$ cat src/hw/flash_rww_pkg.sv
// constants and types for the flash self-program access controller
package flash_rww_pkg;

    // ==========================================================
    // flash geometry (word addresses)
    localparam int          FA_W       = 15;
    localparam logic [14:0] NO_READ_WHILE_WRITE_SECTION_START = 15'h7000;
    localparam logic [14:0] BOOT_ST_00 = 15'h7000;
    localparam logic [14:0] BOOT_ST_01 = 15'h7800;
    localparam logic [14:0] BOOT_ST_10 = 15'h7c00;
    localparam logic [14:0] BOOT_ST_11 = 15'h7e00;

    // ==========================================================
    // register map (byte addresses)
    localparam logic [7:0]  ADDR_CTRL  = 8'h00;
    localparam logic [7:0]  ADDR_LOCK  = 8'h04;
    localparam logic [7:0]  ADDR_LDATA = 8'h08;
    localparam logic [7:0]  ADDR_STAT  = 8'h0c;
    localparam logic [7:0]  ADDR_MASK  = 8'h10;

    // control register fields
    localparam int          CTRL_OP_LSB = 0;
    localparam int          CTRL_RWWB   = 6;
    localparam int          CTRL_BUSY   = 7;

    // lock bit positions (0 = programmed)
    localparam int          LK_APP_LOW   = 0;
    localparam int          LK_APP_HIGH  = 1;
    localparam int          LK_BOOT_LOW  = 2;
    localparam int          LK_BOOT_HIGH = 3;
    localparam logic [3:0]  LOCK_RESET   = 4'hf;

    // status / mask bits
    localparam int          NST        = 3;
    localparam int          ST_DONE    = 0;
    localparam int          ST_REFUSE  = 1;
    localparam int          ST_LPMDENY = 2;
    localparam logic [2:0]  STAT_RESET = 3'h0;

    typedef enum logic [1:0] {
        OP_ERASE   = 2'b00,
        OP_WRITE   = 2'b01,
        OP_LOCK    = 2'b10,
        OP_RWW_CLR = 2'b11
    } op_t;

    typedef enum logic [1:0] {
        S_IDLE = 2'b00,
        S_RWW  = 2'b01,
        S_NO_READ_WHILE_WRITE_SECTION = 2'b10
    } state_t;

endpackage

$ cat src/hw/flash_section_map.sv
// classifies a flash word address into boot / no-read-while-write sections
`timescale 1ns/10ps
module flash_section_map
    import flash_rww_pkg::*;
(
    input  wire logic [14:0] addr,
    input  wire logic [1:0]  boot_size,
    output logic             in_boot,
    output logic             in_no_read_while_write_section
);
    logic [14:0] boot_start;

    always_comb begin
        if (boot_size == 2'b00) begin
            boot_start = BOOT_ST_00;
        end else if (boot_size == 2'b01) begin
            boot_start = BOOT_ST_01;
        end else if (boot_size == 2'b10) begin
            boot_start = BOOT_ST_10;
        end else begin
            boot_start = BOOT_ST_11;
        end
    end

    // largest boot area starts at the no_read_while_write_section limit, so boot is always no_read_while_write_section
    assign in_boot = (addr >= boot_start);
    assign in_no_read_while_write_section = (addr >= NO_READ_WHILE_WRITE_SECTION_START);
endmodule

$ cat src/hw/flash_rww_ctrl.sv
// self-program access control, lock bits and read-while-write stall logic
//
// Summary of operation
// [RULE_01] store instruction from application section ignored
// [RULE_02] programming starts only from boot loader
// [RULE_03] boot loader may target any flash address
// [RULE_04] two sections split by boot size fuses
// [RULE_05] app uses lock set 0, boot set 1
// [RULE_06] two lock sets, set independently
// [RULE_07] halt depends on target address section
// [RULE_08] rww target: cpu keeps running from no_read_while_write_section
// [RULE_09] no_read_while_write_section target: cpu halted whole operation
// [RULE_10] boot section always inside no_read_while_write_section region
// [RULE_11] busy flag reads one while rww blocked
// [RULE_12] software clears busy before reading rww
// [RULE_13] software never reads rww during programming
// [RULE_14] software masks or moves interrupts meanwhile
// [RULE_15] lock pair decodes write and load blocks
// [RULE_16] protected section execution disables interrupts
// [RULE_17] lock bits return high only on chip erase; the code also restores them to LOCK_RESET on RST
// [RULE_18] rww programming start sets sticky busy flag
`timescale 1ns/10ps
module flash_rww_ctrl
    import flash_rww_pkg::*;
(
    input  wire logic        CLK_SYS,
    input  wire logic        RST,
    // apb slave
    input  wire logic        PSEL,
    input  wire logic        PENABLE,
    input  wire logic        PWRITE,
    input  wire logic [7:0]  PADDR,
    input  wire logic [31:0] PWDATA,
    output logic      [31:0] PRDATA,
    output logic             PREADY,
    output logic             PSLVERR,
    // fuses and cpu side
    input  wire logic [1:0]  BOOT_SIZE,
    input  wire logic        VEC_IN_BOOT,
    input  wire logic        SPM_REQ,
    input  wire logic [14:0] SPM_PC,
    input  wire logic [14:0] SPM_Z,
    input  wire logic        LPM_REQ,
    input  wire logic [14:0] LPM_PC,
    input  wire logic [14:0] LPM_ADDR,
    input  wire logic [14:0] EXEC_PC,
    // external programmer
    input  wire logic        EXT_LOCK_WE,
    input  wire logic [3:0]  EXT_LOCK_VAL,
    input  wire logic        CHIP_ERASE,
    // flash array
    input  wire logic        FL_DONE,
    output logic             FL_START,
    output logic             FL_OP,
    output logic      [14:0] FL_ADDR,
    // stall and status
    output logic             CPU_HALT,
    output logic             RWW_BLOCK,
    output logic             LPM_DENY,
    output logic             IRQ_BLOCK,
    output logic             IRQ
);

    // ==========================================================
    // section decoding
    logic spm_pc_boot;
    logic tgt_boot;
    logic tgt_no_read_while_write_section;
    logic lpm_pc_boot;
    logic lpm_tgt_boot;
    logic exec_boot;

    flash_section_map u_map_spm_pc (
        .addr      (SPM_PC),
        .boot_size (BOOT_SIZE),
        .in_boot   (spm_pc_boot),
        .in_no_read_while_write_section   ()
    );

    flash_section_map u_map_spm_z (
        .addr      (SPM_Z),
        .boot_size (BOOT_SIZE),
        .in_boot   (tgt_boot),
        .in_no_read_while_write_section   (tgt_no_read_while_write_section)
    );

    flash_section_map u_map_lpm_pc (
        .addr      (LPM_PC),
        .boot_size (BOOT_SIZE),
        .in_boot   (lpm_pc_boot),
        .in_no_read_while_write_section   ()
    );

    flash_section_map u_map_lpm_tgt (
        .addr      (LPM_ADDR),
        .boot_size (BOOT_SIZE),
        .in_boot   (lpm_tgt_boot),
        .in_no_read_while_write_section   ()
    );

    flash_section_map u_map_exec (
        .addr      (EXEC_PC),
        .boot_size (BOOT_SIZE),
        .in_boot   (exec_boot),
        .in_no_read_while_write_section   ()
    );

    // ==========================================================
    // registers and state
    state_t          state_q;
    state_t          state_d;
    logic [1:0]      op_q;
    logic [3:0]      lock_q;
    logic [3:0]      ldata_q;
    logic [NST-1:0]  stat_q;
    logic [NST-1:0]  mask_q;
    logic            rww_busy_q;
    logic            pready_q;
    logic            pslverr_q;
    logic [31:0]     prdata_q;
    logic            fl_start_q;
    logic            fl_op_q;
    logic [14:0]     fl_addr_q;
    logic            halt_q;
    logic            lpm_deny_q;
    logic            irq_block_q;
    logic            irq_q;

    // ==========================================================
    // lock decoding
    logic app_wr_blk;
    logic boot_wr_blk;
    logic app_ld_blk;
    logic boot_ld_blk;
    logic tgt_wr_blk;

    // low bit programmed blocks writes, high bit blocks loads
    assign app_wr_blk  = ~lock_q[LK_APP_LOW];   // [RULE_05] [RULE_15]
    assign boot_wr_blk = ~lock_q[LK_BOOT_LOW];  // [RULE_05] [RULE_15]
    assign app_ld_blk  = ~lock_q[LK_APP_HIGH];  // [RULE_15]
    assign boot_ld_blk = ~lock_q[LK_BOOT_HIGH]; // [RULE_15]
    // any address is reachable; only locks of its section refuse
    assign tgt_wr_blk  = tgt_boot ? boot_wr_blk : app_wr_blk; // [RULE_03] [RULE_04]

    // ==========================================================
    // store instruction acceptance
    logic spm_idle;
    logic spm_from_boot;
    logic spm_prog;
    logic spm_ok;
    logic spm_refuse;
    logic spm_lock;
    logic spm_rww_clr;

    assign spm_idle      = SPM_REQ && (state_q == S_IDLE);
    // application-section requests start nothing and only set the ST_REFUSE status bit
    assign spm_from_boot = spm_idle && spm_pc_boot; // [RULE_01] [RULE_02]
    assign spm_prog      = (op_q == OP_ERASE) || (op_q == OP_WRITE);
    assign spm_ok        = spm_from_boot && spm_prog && !tgt_wr_blk;
    assign spm_lock      = spm_from_boot && (op_q == OP_LOCK);
    assign spm_rww_clr   = spm_from_boot && (op_q == OP_RWW_CLR);
    assign spm_refuse    = SPM_REQ && !(spm_ok || spm_lock || spm_rww_clr);

    // ==========================================================
    // programming state machine
    always_comb begin
        state_d = state_q;
        case (state_q)
            S_IDLE: begin
                if (spm_ok) begin
                    // stall choice follows the target, not the caller
                    state_d = tgt_no_read_while_write_section ? S_NO_READ_WHILE_WRITE_SECTION : S_RWW; // [RULE_07]
                end
            end
            S_RWW, S_NO_READ_WHILE_WRITE_SECTION: begin
                if (FL_DONE) begin
                    state_d = S_IDLE;
                end
            end
            default: begin
                state_d = S_IDLE;
            end
        endcase
    end

    always_ff @(posedge CLK_SYS or posedge RST) begin
        if (RST) begin
            state_q <= S_IDLE;
        end else begin
            state_q <= state_d;
        end
    end

    // flash array command, one-cycle start pulse
    always_ff @(posedge CLK_SYS or posedge RST) begin
        if (RST) begin
            fl_start_q <= 1'b0;
            fl_op_q    <= 1'b0;
            fl_addr_q  <= '0;
        end else begin
            fl_start_q <= spm_ok; // [RULE_02]
            if (spm_ok) begin
                fl_op_q   <= (op_q == OP_WRITE);
                fl_addr_q <= SPM_Z; // [RULE_03]
            end
        end
    end

    // cpu halted for the whole no_read_while_write_section operation; rww keeps it running
    always_ff @(posedge CLK_SYS or posedge RST) begin
        if (RST) begin
            halt_q <= 1'b0;
        end else begin
            halt_q <= (state_d == S_NO_READ_WHILE_WRITE_SECTION); // [RULE_08] [RULE_09] [RULE_10]
        end
    end

    // sticky busy: set by rww start, cleared by a boot clear request
    always_ff @(posedge CLK_SYS or posedge RST) begin
        if (RST) begin
            rww_busy_q <= 1'b0;
        end else if (spm_ok && !tgt_no_read_while_write_section) begin
            rww_busy_q <= 1'b1; // [RULE_18]
        end else if (spm_rww_clr) begin
            rww_busy_q <= 1'b0; // [RULE_12]
        end
    end

    // ==========================================================
    // lock bits: program only toward zero, chip erase restores
    always_ff @(posedge CLK_SYS or posedge RST) begin
        if (RST) begin
            lock_q <= LOCK_RESET;
        end else if (CHIP_ERASE) begin
            lock_q <= LOCK_RESET; // [RULE_17]
        end else begin
            // each source only programs zeros; neither disturbs the other
            lock_q <= lock_q & (EXT_LOCK_WE ? EXT_LOCK_VAL : LOCK_RESET) &
                      (spm_lock ? ldata_q : LOCK_RESET); // [RULE_06] [RULE_17]
        end
    end

    // ==========================================================
    // load and interrupt gating
    logic lpm_cross_blk;
    logic irq_blk_d;

    // a load is refused only when it crosses into a load-locked section
    assign lpm_cross_blk = LPM_REQ &&
        ((lpm_pc_boot && !lpm_tgt_boot && app_ld_blk) ||
         (!lpm_pc_boot && lpm_tgt_boot && boot_ld_blk)); // [RULE_15]

    assign irq_blk_d =
        (!exec_boot && app_ld_blk && VEC_IN_BOOT) ||
        (exec_boot && boot_ld_blk && !VEC_IN_BOOT); // [RULE_16]

    always_ff @(posedge CLK_SYS or posedge RST) begin
        if (RST) begin
            lpm_deny_q  <= 1'b0;
            irq_block_q <= 1'b0;
        end else begin
            lpm_deny_q  <= lpm_cross_blk;
            irq_block_q <= irq_blk_d;
        end
    end

    // ==========================================================
    // apb slave: ready one cycle into the access phase
    logic        acc;
    logic        wr_en;
    logic        rd_en;
    logic        addr_ok;
    logic [31:0] rd_data;

    assign acc   = PSEL && PENABLE && !pready_q;
    assign wr_en = PSEL && PENABLE && pready_q && PWRITE && addr_ok;
    assign rd_en = acc && !PWRITE;

    always_comb begin
        rd_data = '0;
        addr_ok = 1'b1;
        if (PADDR == ADDR_CTRL) begin
            rd_data[CTRL_OP_LSB +: 2] = op_q;
            rd_data[CTRL_RWWB]        = rww_busy_q; // [RULE_11]
            rd_data[CTRL_BUSY]        = (state_q != S_IDLE);
        end else if (PADDR == ADDR_LOCK) begin
            rd_data[3:0] = lock_q;
        end else if (PADDR == ADDR_LDATA) begin
            rd_data[3:0] = ldata_q;
        end else if (PADDR == ADDR_STAT) begin
            rd_data[NST-1:0] = stat_q;
        end else if (PADDR == ADDR_MASK) begin
            rd_data[NST-1:0] = mask_q;
        end else begin
            addr_ok = 1'b0;
        end
    end

    always_ff @(posedge CLK_SYS or posedge RST) begin
        if (RST) begin
            pready_q  <= 1'b0;
            pslverr_q <= 1'b0;
            prdata_q  <= '0;
        end else begin
            pready_q  <= acc;
            pslverr_q <= acc && !addr_ok;
            if (rd_en) begin
                prdata_q <= rd_data;
            end
        end
    end

    // software registers
    always_ff @(posedge CLK_SYS or posedge RST) begin
        if (RST) begin
            op_q    <= OP_ERASE;
            ldata_q <= LOCK_RESET;
            mask_q  <= STAT_RESET;
        end else if (wr_en) begin
            if (PADDR == ADDR_CTRL) begin
                op_q <= PWDATA[CTRL_OP_LSB +: 2];
            end else if (PADDR == ADDR_LDATA) begin
                ldata_q <= PWDATA[3:0];
            end else if (PADDR == ADDR_MASK) begin
                mask_q <= PWDATA[NST-1:0];
            end
        end
    end

    // ==========================================================
    // sticky events; a new event beats a same-cycle clear
    logic [NST-1:0] ev;
    logic [NST-1:0] w1c;

    assign ev[ST_DONE]    = (state_q != S_IDLE) && FL_DONE;
    assign ev[ST_REFUSE]  = spm_refuse; // [RULE_01]
    assign ev[ST_LPMDENY] = lpm_cross_blk;
    assign w1c = (wr_en && (PADDR == ADDR_STAT)) ? PWDATA[NST-1:0] : '0;

    generate
        for (genvar i = 0; i < NST; i++) begin : g_stat
            always_ff @(posedge CLK_SYS or posedge RST) begin
                if (RST) begin
                    stat_q[i] <= 1'b0;
                end else if (ev[i]) begin
                    stat_q[i] <= 1'b1;
                end else if (w1c[i]) begin
                    stat_q[i] <= 1'b0;
                end
            end
        end
    endgenerate

    always_ff @(posedge CLK_SYS or posedge RST) begin
        if (RST) begin
            irq_q <= 1'b0;
        end else begin
            irq_q <= |(((stat_q & ~w1c) | ev) & mask_q);
        end
    end

    // ==========================================================
    // outputs
    assign PRDATA    = prdata_q;
    assign PREADY    = pready_q;
    assign PSLVERR   = pslverr_q;
    assign FL_START  = fl_start_q;
    assign FL_OP     = fl_op_q;
    assign FL_ADDR   = fl_addr_q;
    assign CPU_HALT  = halt_q;
    assign RWW_BLOCK = rww_busy_q; // [RULE_11]
    assign LPM_DENY  = lpm_deny_q;
    assign IRQ_BLOCK = irq_block_q;
    assign IRQ       = irq_q;

endmodule

$ cat config.mk
export PLATFORM = sky130hd
export DESIGN_NAME = flash_rww_ctrl
export DESIGN_NICKNAME = d
export VERILOG_FILES = /design/src/hw/flash_rww_pkg.sv /design/src/hw/flash_section_map.sv /design/src/hw/flash_rww_ctrl.sv
export SDC_FILE = /design/constraint.sdc
export NUM_CORES = 1
export LEC_CHECK = 0
export ABC_AREA = 1
export BUFFER_PORTS_ARGS = -buffer_cell sky130_fd_sc_hd__buf_4
export CORE_MARGIN = 5
export CORE_UTILIZATION = 40
export CTS_CLUSTER_DIAMETER = 120
export CTS_CLUSTER_SIZE = 16
export DETAILED_ROUTE_END_ITERATION = 8
export PLACE_DENSITY = 0.76
export SYNTH_ARGS = -nofsm -noshare
export SYNTH_HDL_FRONTEND = slang
export SYNTH_SLANG_ARGS = --single-unit
$ cat constraint.sdc
create_clock -name CLK_SYS -period 3.8 [get_ports CLK_SYS]
set_input_delay 0.19 -clock CLK_SYS [delete_from_list [all_inputs] [get_ports CLK_SYS]]
set_output_delay 0.19 -clock CLK_SYS [all_outputs]
set_load 0.005 [all_outputs]
After elaboration in Yosys (flattened, before gate mapping):

Index checks and enable logic that the tools add are counted.

* order comparisons: 6
* bitwise operators: 12
* eq/ne operators: 12
* muxes and demuxes: 33
* reduce and logical (&&, ||, !) cells: 55

Operators by type and width (number)
* $ge 15x15->1: 5
* $logic_and 1x1->1: 26
* $eq 8x4->1 const B: 2
* $mux 4: 4
* $ge 15x15->1 const B: 1
* $mux 1: 15
* $mux 15: 1
* $mux 2: 6
* $mux 3: 4
* $mux 11: 1
* $eq 2x2->1 const B: 5
* $logic_not 1->1: 10
* $mux 10: 1
* $reduce_bool 2->1: 5
* $and 4x4->4: 2
* $eq 8x3->1 const B: 1
* $eq 8x5->1 const B: 1
* $logic_not 8->1: 1
* $and 3x3->3: 2
* $eq 2x1->1 const B: 3
* $logic_not 2->1: 3
* $not 1->1: 6
* $logic_or 1x1->1: 5
* $pmux 2 s2: 1
* 7 further kinds: 7

* output and inout bits: 56
* logic and storage cells: 137
* register bits: 48

Depth between registers and ports, before layout:

Gate-level depths: netlist of the first run.

* word-level depth: 15
* mapped depth: 17
* depth with buffers taken out: 17

Modules after synthesis:

From an unflattened synthesis of the first run, not the netlist that was laid out.

* cell total of the unflattened synthesis: 458
* area, all modules: 3218.1 sq um

Modules (own cells, without submodules)
* flash_rww_ctrl: seq. area each 1211.2 sq um, area an instance 2404.8 sq um, cells each 283, times used 1
* flash_section_map: seq. area each 0.0 sq um, area an instance 162.7 sq um, cells each 35, times used 5

Worst setup path after synthesis of the first run:

No wires, ideal clock.

* path type: input port to flip-flop
* start point: input BOOT_SIZE[0]
* end point: register halt_q (netlist: CPU_HALT)
* arrival: 1.496 ns
* required time: 3.686 ns
* setup slack: 2.189 ns
* library setup time: 0.114 ns
* stages on the path: 14
* cells stage by stage: nand2_1 inv_1 ha_1 inv_1 nor2_1 nand2_1 o21bai_1 nand2_1 a21oi_2 nand3_1 o21ai_1 nand2_1 nand2_1 nor2_2

* longest elaborated chain between the ends: 11
* elaborated cells on any way between the ends: 16

RTL lines
* from (decl): RTL line flash_rww_ctrl.sv:38 `input wire logic [1:0] BOOT_SIZE,`
* $eq 2x2->1: RTL line flash_section_map.sv:18 `end else if (boot_size == 2'b10) begin`
* $mux 10: RTL line flash_section_map.sv:18
* $mux 11: RTL line flash_section_map.sv:16 `end else if (boot_size == 2'b01) begin`
* $mux 15 (*): RTL line flash_section_map.sv:14 `if (boot_size == 2'b00) begin`
* $ge 15x15->1: RTL line flash_section_map.sv:26 `assign in_boot = (addr >= boot_start);`
* $mux 1 or $logic_and 1x1->1 (tied branches): RTL line flash_rww_ctrl.sv:143, flash_rww_ctrl.sv:157
* $logic_not 1->1 or $logic_and 1x1->1 (tied branches): RTL line flash_rww_ctrl.sv:159 `assign spm_ok = spm_from_boot && spm_prog && !tgt_wr_blk;`
* $logic_and 1x1->1 (*): RTL line flash_rww_ctrl.sv:159
* $mux 2 (*): RTL line flash_rww_ctrl.sv:170 `if (spm_ok) begin`
* $pmux 2 s2 (*): RTL line flash_rww_ctrl.sv:168 `case (state_q)`
* $eq 2x2->1 (*): RTL line flash_rww_ctrl.sv:214 `halt_q <= (state_d == S_NO_READ_WHILE_WRITE_SECTION);`
* to (signal assigned): RTL line flash_rww_ctrl.sv:214
* to (decl): RTL line flash_rww_ctrl.sv:124 `logic halt_q;`

Mark *: on every way between the ends. The rest lies on a longest branch, timed or not.
A chain may end at the register's enable or synchronous reset.

Worst setup path in the final report of the first run:

* start point: register state_q[0]
* end point: register halt_q (netlist: CPU_HALT)

* longest elaborated chain between the ends: 8
* elaborated cells on any way between the ends: 12

RTL lines
* from (decl): RTL line flash_rww_ctrl.sv:110 `state_t state_q;`
* from (signal assigned): RTL line flash_rww_ctrl.sv:190 `state_q <= state_d;`
* $logic_not 2->1: RTL line flash_rww_ctrl.sv:155, flash_rww_ctrl.sv:168
* $logic_and 1x1->1: RTL line flash_rww_ctrl.sv:155 `assign spm_idle = SPM_REQ && (state_q == S_IDLE);`
* $logic_and 1x1->1: RTL line flash_rww_ctrl.sv:157 `assign spm_from_boot = spm_idle && spm_pc_boot;`
* $logic_and 1x1->1 (2 in a row): RTL line flash_rww_ctrl.sv:159
* $mux 2: RTL line flash_rww_ctrl.sv:170
* $pmux 2 s2 (*): RTL line flash_rww_ctrl.sv:168
* $eq 2x2->1 (*): RTL line flash_rww_ctrl.sv:214

Marks and branches as above.

==> metrics.md, run 1 <==
| Metric | Value |
|---|---|
| Post-CTS Setup Bufs | 0 |
| DP HPWL | 6800 um |
| Syn Inst Count | 395 |
| PostCTS Resize Cnt | 0 |
| Core area | 0.00725 sq mm |
| Fmax | 422 MHz |
| Crit Path Max Fanout | 12 |
| Die Footprint | 0.00928 sq mm |
| Top cells by area, synth | dfrtp_1, nand2_1, buf_4 |
| Post-Layout Cell Count | 631 |
| H-Tree Depth | 2 |
| RSZ-0062 raised after global routing | no |
| Clk Latency, worst-skew pair | 0.30 ns |
| Root buffer cell | clkbuf_8 |
| Final Setup Violations | 0 |
| Placed cells | 623 |
| Final GP Congestion | 0.821 |
| CTS Hold Bufs | 0 |
| Mapped cell area | 0.00298 sq mm |
| Routed via count | 2894 |
| Synth area leader | dfrtp_1 |
| Min cycle time layout | 2.37 ns |
| Max Cap Viol | 0 |
| Critical Path RT | 4.04 ns |
| Die H | 96.3 um |
| Setup TNS | 0 ns |
| Status | complete, no violations |
| Largest net degree at the start of global routing | 49 |
| I/O Pins | 188 |
| Fin crit share | 62.3% |
| Final Hold Fails | 0 |
| Hold Crit Class | in2reg |
| Power density over the cells | 264 mW/mm^2 |
| Area Overhead vs Synth | 37.2% |
| Clock sinks | 48 |
| Clock Skew | 0.00395 ns |
| Antenna violations before repair | 0 |
| Post-layout util | 56.4% |
| Synth Register Bits | 48 |
| Row cnt | 31 |
| CTS tree | built |
| Starting DRT DRC Count | 126 |
| First-pass GRT wire length | 12900 um |
| Buffers on Ports | 133 |
| Max Root-Sink Buffers | 2 |
| Leakage | 2.36 nW |
| Yosys cell types | 34 |
| Antenna Cells | 0 |
| Detail Route Antenna Nets | 0 |
| Startpoint Class | flop |
| Worst-Margin Slew | 0.989 ns |
| Clock-pin slew on the worst setup and hold paths | 0.09 ns |
| Arrival @ worst endpoint | 2.61 ns |
| Die width | 96.3 um |
| Fin nets | 676 |
| Synth top area share | 33.6% |
| Register area share after synthesis | 40.6% |
| Layout cells sized above 1 | 32.3% |
| Fin. max-slew vios | 0 |
| Worst setup path category | reg2reg |
| # DRC | 0 |
| Vias/cell | 4.59 |
| Vias in the first global route | 2907 |
| Initial Util | 41.1% |
| Ys Warns | 0 |
| Element type at the critical path end | flop |
| Design Power | 0.00108 W |
| TritonRoute pass-1 iters | 5 |
| Peak VDD IR | 0.142 mV |
| Mean post-synth cell area | 7.55 sq um |
| Total track usage | 17.7% |
| Avg WL per Cell | 12.7 um |
| Drt total wl | 8040 um |
| Max-slew headroom | 34.0% |
| Grt ovf | 0 |
| Clock buffer count from CTS | 5 |
flip-flops by register name, summed over array words and instances, names as in the netlist, 2 cells and up:
register	cells
FL_ADDR	15
PRDATA	6
mask_q	3
lock_q	4
state_q	2
stat_q	3
ldata_q	4
op_q	2
power by group:
part | internal (W) | total, W | switching [W]
clock | 0.000195 | 0.000371 | 0.000176
sequential | 0.000522 | 0.000529 | 0.00000700
combinational | 0.0000967 | 0.000180 | 0.0000835
total | 0.000813 | 0.00108 | 0.000267
routing by layer:
| metal | track usage, % | share of wire (%) | up-vias | wire [um] |
|---|---|---|---|---|
| li1 | - | - | 1466 | - |
| met1 | 21.6 | 40 | 1306 | 3200 |
| met2 | 32.1 | 51 | 112 | 4130 |
| met3 | 2.66 | 7.3 | 10 | 587 |
| met4 | 4.67 | 1.5 | 0 | 121 |
| met5 | 0 | 0 | - | 0 |
layout make-up:
class	count	area [sq um]
well taps	99	124
flip-flops and latches	48	1210
clock inverters	3	42.5
multi-input cells	285	1430
fillers	685	3160
inverters	58	219
clock buffers	5	68.8
repair buffers	133	998
cell families after synthesis:
| group | share of synthesized area [%] |
|---|---|
| and+or+nand+nor | 27.3 |
| muxes | 0.378 |
| adders and majority gates | 5.46 |
| DFF | 40.6 |
| buffers and inverters | 14.7 |
| AOI/OAI and AO/OA | 11.5 |
| other | 0.126 |
stage by stage:
step / area (sq um) / hold WS (ns) / setup WS [ns]
finish: 4090 / 0.0998 / 1.43
global placement: 3980 / 0.405 / 1.36
CTS: 4090 / 0.0969 / 1.46
detailed placement: 3980 / 0.409 / 1.32
floorplan: 3070 / 0.307 / 2.19
global route: 4090 / 0.104 / 1.19
cells in the mapped netlist:
master      n
mux2_1      1
and3_1      1
dfrtp_1    40
o21a_1      1
nand3b_1    1
nand3_2     1
nor2_1     32
clkinv_2    1
nor3_1      2
nand2_1   111
o21ai_2     4
a21oi_2     2
nor3_4      1
nand4_1     3
nor2_2      3
inv_2       2
a21oi_1    15
inv_1      55
conb_1      1
o211ai_1    4
nor4_1      2
or2_2       1
o21ai_0    23
o2111a_1    1
dfstp_2     8
o21bai_1    2
nand2_2     3
ha_1       13
nand2_4     2
nor4_2      1
o21ai_1     7
buf_4      29
nand3_1    21
nor2_4      1
cell usage in the layout (no fill, tap or decap), types with 3 or more instances in the layout:
cell,count
buf_4,133
nand2_1,111
inv_1,54
dfrtp_1,40
nor2_1,32
conb_1,26
o21ai_0,23
nand3_1,21
a21oi_1,15
ha_1,13
dfstp_2,8
o21ai_1,7
clkbuf_8,5
o21ai_2,4
o211ai_1,4
nand2_2,3
inv_2,3
nor2_2,3
nand4_1,3
worst max-delay path, cell delays in order (launching register included):
cell	delay, ns
dfrtp_1	0.41
inv_1	0.10
ha_1	0.24
nand3_1	0.15
nor2_1	0.10
o21ai_0	0.12
inv_1	0.08
nand2_1	0.05
nor2_1	0.67
o21ai_1	0.11
nand2_1	0.11
nand2_1	0.07
nor2_2	0.09
path summary, 6_finish.rpt:
check	from	to	depth (start not counted)	slack [ns]
worst min-delay path	SPM_Z[2]	FL_ADDR[2]	3	0.1
max in group asynchronous	RST	LPM_DENY	2	3.06
worst max-delay path	state_q[0]	CPU_HALT	12	1.43
worst max register to register	state_q[0]	CPU_HALT	12	1.43
min in group asynchronous	RST	FL_START	2	0.12
worst min register to register	FL_ADDR[11]	FL_ADDR[11]	2	0.48
Note: power is estimated with default switching activity, not from simulation.
==> inputs of run 2 (changes only) <==
==> constraint.sdc (replaced) <==
create_clock -name CLK_SYS -period 2.2 [get_ports CLK_SYS]
set_input_delay 0.11 -clock CLK_SYS [delete_from_list [all_inputs] [get_ports CLK_SYS]]
set_output_delay 0.11 -clock CLK_SYS [all_outputs]
set_load 0.005 [all_outputs]
==> run 2 against run 1 <==
Utilization grew 0.38 points; worst hold slack worse by 0.083 ns; power is 64% higher; clock power increased by 46%; critical path depth down 2; count of clock-buffer cells in the layout did not move; die area did not move; global-route usage shrank 0.082 points; register-to-register slack lost 1.1 ns; first-iteration DRC count decreased by 21%.
==> metrics.md, run 2 (same netlist as run 1, synthesis figures left out) <==
| Metric | Value |
|---|---|
| Worst setup path category | reg2reg (unchanged) |
| TritonRoute pass-1 iters | 4 (was 5) |
| First-pass GRT wire length | 12700 um (was 12900 um) |
| Flop2flop setup slack | 0.32 ns (was 1.43 ns) |
| Hold Crit Class | in2reg (unchanged) |
| Design Power | 0.00177 W (was 0.00108 W) |
| Delay-heaviest family, CP | simple AND/OR/NAND/NOR gates (unchanged) |
| Power density over the cells | 430 mW/mm^2 (was 264 mW/mm^2) |
| Most frequent cells in the layout | buf_4, nand2_1, inv_1 (unchanged) |
| H-Tree Depth | 2 (unchanged) |
| CTS tree | built (unchanged) |
| Grt ovf | 0 (unchanged) |
| DP HPWL | 6900 um (was 6800 um) |
| Stages on worst setup path | 10 (was 12) |
| Vias in the first global route | 2814 (was 2907) |
| Core area | 0.00725 sq mm (unchanged) |
| PostCTS Resize Cnt | 0 (unchanged) |
| Fmax | 532 MHz (was 422 MHz) |
| Peak VDD IR | 0.209 mV (was 0.142 mV) |
| Starting DRT DRC Count | 100 (was 126) |
| Crit path largest cell delay | 0.42 ns (was 0.67 ns) |
| Root buffer cell | clkbuf_8 (unchanged) |
| Die width | 96.3 um (unchanged) |
| Clock sinks | 48 (unchanged) |
| Area Overhead vs Synth | 38.2% (was 37.2%) |
| Crit Path Max Fanout | 20 (was 12) |
| Crit. Startpoint | state_q[1] (was state_q[0]) |
| Vias/cell | 4.55 (was 4.59) |
| Max Root-Sink Buffers | 2 (unchanged) |
| Final GP Congestion | 0.827 (was 0.821) |
| Clk Latency, worst-skew pair | 0.31 ns (was 0.30 ns) |
| Worst r2r src | state_q[1] (was state_q[0]) |
| Status | complete, no violations (unchanged) |
| Worst-Margin Slew | 0.654 ns (was 0.989 ns) |
| CP bufs+invs | 2 (unchanged) |
| Setup slack after layout | 0.319 ns (was 1.43 ns) |
| Fin. max-slew vios | 0 (unchanged) |
| Fin nets | 682 (was 676) |
| Reg2Reg Depth | 10 (was 12) |
| Die H | 96.3 um (unchanged) |
| Commonest non-fill, non-tap cell in the layout | buf_4 (unchanged) |
| Startpoint Class | flop (unchanged) |
| Max-slew headroom | 56.4% (was 34.0%) |
| Crit path cell chain | inv_1, ha_1, nand3_1, nor2_1, o21ai_0, a21oi_2, nand2_2, buf_4, nand2_1, nand2_1 (was inv_1, ha_1, nand3_1, nor2_1, o21ai_0, inv_1, nand2_1, nor2_1, o21ai_1, nand2_1, nand2_1, nor2_2) |
| Initial Util | 41.1% (unchanged) |
| Hold path cells | 3 (unchanged) |
| Antenna Cells | 0 (unchanged) |
| # DRC | 0 (unchanged) |
| Layout cells sized above 1 | 32.9% (was 32.3%) |
| Detail Route Antenna Nets | 0 (unchanged) |
| Min cycle time layout | 1.88 ns (was 2.37 ns) |
| RSZ-0062 raised after global routing | no (unchanged) |
| Post-CTS Setup Bufs | 0 (unchanged) |
| Clock-pin slew on the worst setup and hold paths | 0.09 ns (about the same) |
| Avg WL per Cell | 12.5 um (was 12.7 um) |
| Critical Path RT | 2.40 ns (was 4.04 ns) |
| Total track usage | 17.6% (was 17.7%) |
| Largest net degree at the start of global routing | 33 (was 49) |
| Buffers on Ports | 133 (unchanged) |
| CP max stage cell | dfrtp_1 (was nor2_1) |
| Filler Cell Count | 712 (was 685) |
| Max Cap Viol | 0 (unchanged) |
| I/O Pins | 188 (unchanged) |
| Leakage | 2.38 nW (was 2.36 nW) |
| Element type at the critical path end | flop (unchanged) |
| Reg2Reg Capture Point | FL_ADDR[0] (was CPU_HALT) |
| Antenna violations before repair | 0 (unchanged) |
| Fin crit share | 85.5% (was 62.3%) |
| Clock buffer count from CTS | 5 (unchanged) |
| Setup crit end | FL_ADDR[0] (was CPU_HALT) |
| Row cnt | 31 (unchanged) |
| Routed via count | 2896 (was 2894) |
| Clock Skew | 0.0123 ns (was 0.00395 ns) |
| Max reg flops | 15 (unchanged) |
| Arrival @ worst endpoint | 2.08 ns (was 2.61 ns) |
| Final Hold Fails | 0 (unchanged) |
| Setup TNS | 0 ns (unchanged) |
| Final Setup Violations | 0 (unchanged) |
| Drt total wl | 7980 um (was 8040 um) |
| Die Footprint | 0.00928 sq mm (unchanged) |
| Dpl ws | 0.223 ns (was 1.32 ns) |
| Most used cell, CP | nand2_1 (unchanged) |
[run 2: cell types whose count changed in the layout (fill, tap and decap cells not counted)]
| cell | previous run | this run |
|---|---|---|
| bufinv_16 | 1 | 0 |
| dlygate4sd3_1 | 0 | 1 |
| inv_6 | 0 | 1 |
| clkinvlp_4 | 1 | 0 |
| buf_4 | 133 | 138 |
| clkinv_4 | 0 | 1 |
[run 2: power by group]
part           internal, W  leakage [nW]  switching, W
Combinational     0.000172          1.71      0.000144
Sequential        0.000901         0.618     0.0000119
Clock             0.000228        0.0485      0.000315
[run 2: layout make-up]
| cell class | count | area, sq um | area share, % |
|---|---|---|---|
| multi-input cells | 285 | 1430 | 34.6 |
| flip-flops and latches | 48 | 1210 | 29.4 |
| repair buffers | 139 | 1050 | 25.4 |
| inverters | 58 | 219 | 5.32 |
| well taps | 99 | 124 | 3.01 |
| clock buffers | 5 | 68.8 | 1.67 |
| clock inverters | 3 | 22.5 | 0.547 |
[run 2: per-layer routing]
metal	GRT usage [%]	vias up	share of wire, %
met5	0	-	0
met4	5.84	0	1.5
met3	3.44	8	7.9
met2	31.7	109	51
met1	20.8	1296	40
li1	-	1483	-
[run 2: through the flow]
step	area [sq um]	utilization (%)	hold slack, ns	instances
after floorplan	3070	-	0.227	420
after global placement	4020	55.4	0.253	628
after detailed placement	4020	55.4	0.254	628
after CTS	4120	56.8	0.0103	637
after global routing	4120	56.8	0.0161	637
final	4120	56.8	0.0172	637
[run 2: worst register-to-register path, cell delays in order, from the launching register on]
cell and delay [ns]:
dfrtp_1 0.42, inv_1 0.09, ha_1 0.21, nand3_1 0.14, nor2_1 0.10, o21ai_0 0.12
a21oi_2 0.21, nand2_2 0.12, buf_4 0.22, nand2_1 0.09, nand2_1 0.05
[run 2: worst min-delay path by stage]
stage / from / end / slack, ns
after floorplan: SPM_Z[0] / FL_ADDR[0] / 0.23
after global routing: SPM_Z[4] / FL_ADDR[4] / 0.02
after detailed placement: RST / FL_START / 0.25
final: SPM_Z[5] / FL_ADDR[5] / 0.02
after CTS: SPM_Z[5] / FL_ADDR[5] / 0.01
after global placement: RST / FL_START / 0.25
[run 2: timing repair]
action | CTS | global route
hold buffers | 1 | 0
hold endpoints to repair | 29 | 0
setup endpoints to repair | 0 | 0
==> inputs of run 3 (changes only) <==
--- a/config.mk
+++ b/config.mk
@@ -5,14 +5,15 @@
 export SDC_FILE = /design/constraint.sdc
 export NUM_CORES = 1
 export LEC_CHECK = 0
-export ABC_AREA = 1
 export BUFFER_PORTS_ARGS = -buffer_cell sky130_fd_sc_hd__buf_4
+export CELL_PAD_IN_SITES_DETAIL_PLACEMENT = 1
+export CELL_PAD_IN_SITES_GLOBAL_PLACEMENT = 2
 export CORE_MARGIN = 5
-export CORE_UTILIZATION = 40
+export CORE_UTILIZATION = 23
 export CTS_CLUSTER_DIAMETER = 120
 export CTS_CLUSTER_SIZE = 16
 export DETAILED_ROUTE_END_ITERATION = 8
-export PLACE_DENSITY = 0.76
+export PLACE_DENSITY = 0.8
 export SYNTH_ARGS = -nofsm -noshare
 export SYNTH_HDL_FRONTEND = slang
 export SYNTH_SLANG_ARGS = --single-unit
==> run 3 against run 2 <==
The run now ends with hold timing left; register-to-register slack lost 0.04 ns; setup slack lost 0.31 ns; power grew 48%; die area grew 59%; worst hold slack lost 0.021 ns; sequential share of layout area shrank 1.3 points; wire length grew 22%; sequential power grew 24%; global-route usage shrank 5.1 points; first-iteration DRC count shrank 23%; critical path type is now in2reg.
==> metrics.md, run 3 <==
| Metric | Value |
|---|---|
| Final Setup Violations | 0 (unchanged) |
| Starting DRT DRC Count | 77 (was 100) |
| Grt ovf | 0 (unchanged) |
| Worst r2r src | state_q[0] (was state_q[1]) |
| Final GP Congestion | 0.809 (was 0.827) |
| Max Cap Viol | 0 (unchanged) |
| Crit Path Max Fanout | 8 (was 20) |
| I/O Pins | 188 (unchanged) |
| Worst setup path category | in2reg (was reg2reg) |
| CTS tree | built (unchanged) |
| Synth top area share | 35.1% (was 33.6%) |
| Antenna Cells | 0 (unchanged) |
| # DRC | 0 (unchanged) |
| Clock sinks | 48 (unchanged) |
| Element type at the critical path end | flop (unchanged) |
| Core area | 0.0121 sq mm (was 0.00725 sq mm) |
| Syn Inst Count | 280 (was 395) |
| Avg WL per Cell | 16.2 um (was 12.5 um) |
| Register area share after synthesis | 42.5% (was 40.6%) |
| Antenna violations before repair | 0 (unchanged) |
| Fin nets | 574 (was 682) |
| Leakage | 2.13 nW (was 2.38 nW) |
| H-Tree Depth | 2 (unchanged) |
| Synth Register Bits | 48 (unchanged) |
| Top_reg_cell synth | dfrtp_1 (unchanged) |
| Max-slew headroom | 58.2% (was 56.4%) |
| Fin crit share | 99.5% (was 85.5%) |
| Area Overhead vs Synth | 51.2% (was 38.2%) |
| Fin. max-slew vios | 0 (unchanged) |
| Commonest non-fill, non-tap cell in the layout | buf_4 (unchanged) |
| Min cycle time layout | 2.19 ns (was 1.88 ns) |
| Mean post-synth cell area | 10.2 sq um (was 7.55 sq um) |
| Total track usage | 12.5% (was 17.6%) |
| Final Hold Fails | 11 (was 0) |
| Setup slack after layout | 0.0109 ns (was 0.319 ns) |
| Post-synth EDFFs | 0 (unchanged) |
| Commonest cells in the netlist | dfrtp_1, buf_4, mux2_2, nand2_1, inv_1 (was nand2_1, inv_1, dfrtp_1, nor2_1, buf_4) |
| Crit. Startpoint | BOOT_SIZE[0] (was state_q[1]) |
| Violated checks | hold timing |
| Clock-pin slew on the worst setup and hold paths | 0.06 ns (was 0.09 ns) |
| Post-Layout Cell Count | 598 (was 637) |
| Max reg flops | 15 (unchanged) |
| Top cells by area, synth | dfrtp_1, mux2_2, dfstp_2 (was dfrtp_1, nand2_1, buf_4) |
| TritonRoute pass-1 iters | 4 (unchanged) |
| Clock Skew | 0.00539 ns (was 0.0123 ns) |
| Die H | 121 um (was 96.3 um) |
| Initial Util | 23.6% (was 41.1%) |
| Buffers on Ports | 133 (unchanged) |
| Placed cells | 583 (was 628) |
| Die width | 121 um (was 96.3 um) |
| Max Root-Sink Buffers | 2 (unchanged) |
| Mapped cell area | 0.00285 sq mm (was 0.00298 sq mm) |
| Dpl ws | -0.286 ns (was 0.223 ns) |
| Startpoint Class | input port (was flop) |
| Design Power | 0.00262 W (was 0.00177 W) |
| Root buffer cell | clkbuf_16 (was clkbuf_8) |
| Post-layout util | 35.7% (was 56.8%) |
| Die Footprint | 0.0147 sq mm (was 0.00928 sq mm) |
| Clk Latency, worst-skew pair | 0.29 ns (was 0.31 ns) |
| Detail Route Antenna Nets | 0 (unchanged) |
| Hold Crit Class | in2async (was in2reg) |
| Row cnt | 40 (was 31) |
| Most common cell in the synthesized netlist | dfrtp_1 (was nand2_1) |
| Hold_ws | -0.00404 ns (was 0.0172 ns) |
| Ys Warns | 0 (unchanged) |
| Vias/cell | 4.44 (was 4.55) |
| Drt total wl | 9700 um (was 7980 um) |
| Worst-Margin Slew | 0.626 ns (was 0.654 ns) |
| RSZ-0062 raised after global routing | yes (was no) |
| First-pass GRT wire length | 14600 um (was 12700 um) |
| Peak VDD IR | 0.269 mV (was 0.209 mV) |
| Async SR Flop Fraction | 100% (unchanged) |
| Clock buffer count from CTS | 5 (unchanged) |
| Most frequent cells in the layout | buf_4, dfrtp_1, conb_1 (was buf_4, nand2_1, inv_1) |
| Largest net degree at the start of global routing | 49 (was 33) |
| Status | finished with violations (was complete, no violations) |
| Power density over the cells | 608 mW/mm^2 (was 430 mW/mm^2) |
| Routed via count | 2654 (was 2896) |
| Fmax | 457 MHz (was 532 MHz) |
| Vias in the first global route | 2722 (was 2814) |
| Synth area leader | dfrtp_1 (unchanged) |
| Layout cells sized above 1 | 47.4% (was 32.9%) |
| Arrival @ worst endpoint | 2.39 ns (was 2.08 ns) |
| Yosys cell types | 54 (was 34) |
| Filler Cell Count | 1391 (was 712) |
| DP HPWL | 7900 um (was 6900 um) |
| Critical Path RT | 2.40 ns (about the same) |
[run 3: cell families (layout without fill, tap and decap cells)]
group	Yosys count	count (layout)	share of synthesized area, %
AND/OR/NAND/NOR	82	82	16.1
AO/OA/AOI/OAI	53	53	12.8
buffers and inverters	53	178	10.5
flip-flops	48	48	42.5
multiplexers	29	29	11.8
adder cells (fa/ha/maj)	14	14	6.19
other	1	26	0.132
[run 3: cell type report]
cell class	count	area, sq um	share of cell area, %
multi-input cells	204	1490	34.6
flip-flops and latches	48	1210	28.1
repair buffers	150	1190	27.5
well taps	168	210	4.88
clock buffers	7	133	3.08
inverters	20	75.1	1.74
clock inverters	1	5.00	0.116
[run 3: routing by layer]
metal,track usage [%],wire [um]
met5,0,0
met4,2.94,104
met3,5.31,1040
met2,21.2,4780
met1,14.6,3780
[run 3: timing repair]
action,in CTS,in global routing
hold buffers,1,0
setup buffers,0,4
hold endpoints to repair,1,0
endpoints found under the setup margin,0,20
gates resized for setup,0,13
[run 3: worst paths after layout]
check                              end  slack, ns  depth (start not counted)
min                        FL_ADDR[12]     -0.004                          3
max                           CPU_HALT       0.01                         10
max in group asynchronous    PRDATA[6]       1.79                          3
min in group CLK_SYS          LPM_DENY       0.04                          2
min reg2reg                  PRDATA[3]       0.48                          2
max reg2reg                   CPU_HALT       0.28                          7
[run 3: critical path, cell delays in order]
cell and delay, ns:
buf_8 0.10, and2_4 0.17, ha_4 0.26, or4b_4 0.45
o41ai_2 0.21, a21o_1 0.16, maj3_4 0.22, nand3_4 0.16
mux2_4 0.35, a211oi_2 0.21
[run 3: through the flow]
step	setup TNS, ns	cell area, sq um
finish	0	4310
global route	-0.166	4310
CTS	0	4160
detailed placement	-6.35	4020
global placement	-4.83	4020
floorplan	0	2960
[run 3: power by group]
group          total [W]  internal [W]  switching [W]
logic           0.000747      0.000451       0.000295
registers        0.00113       0.00103      0.0000956
clock network   0.000747      0.000421       0.000326
total            0.00262       0.00190       0.000717
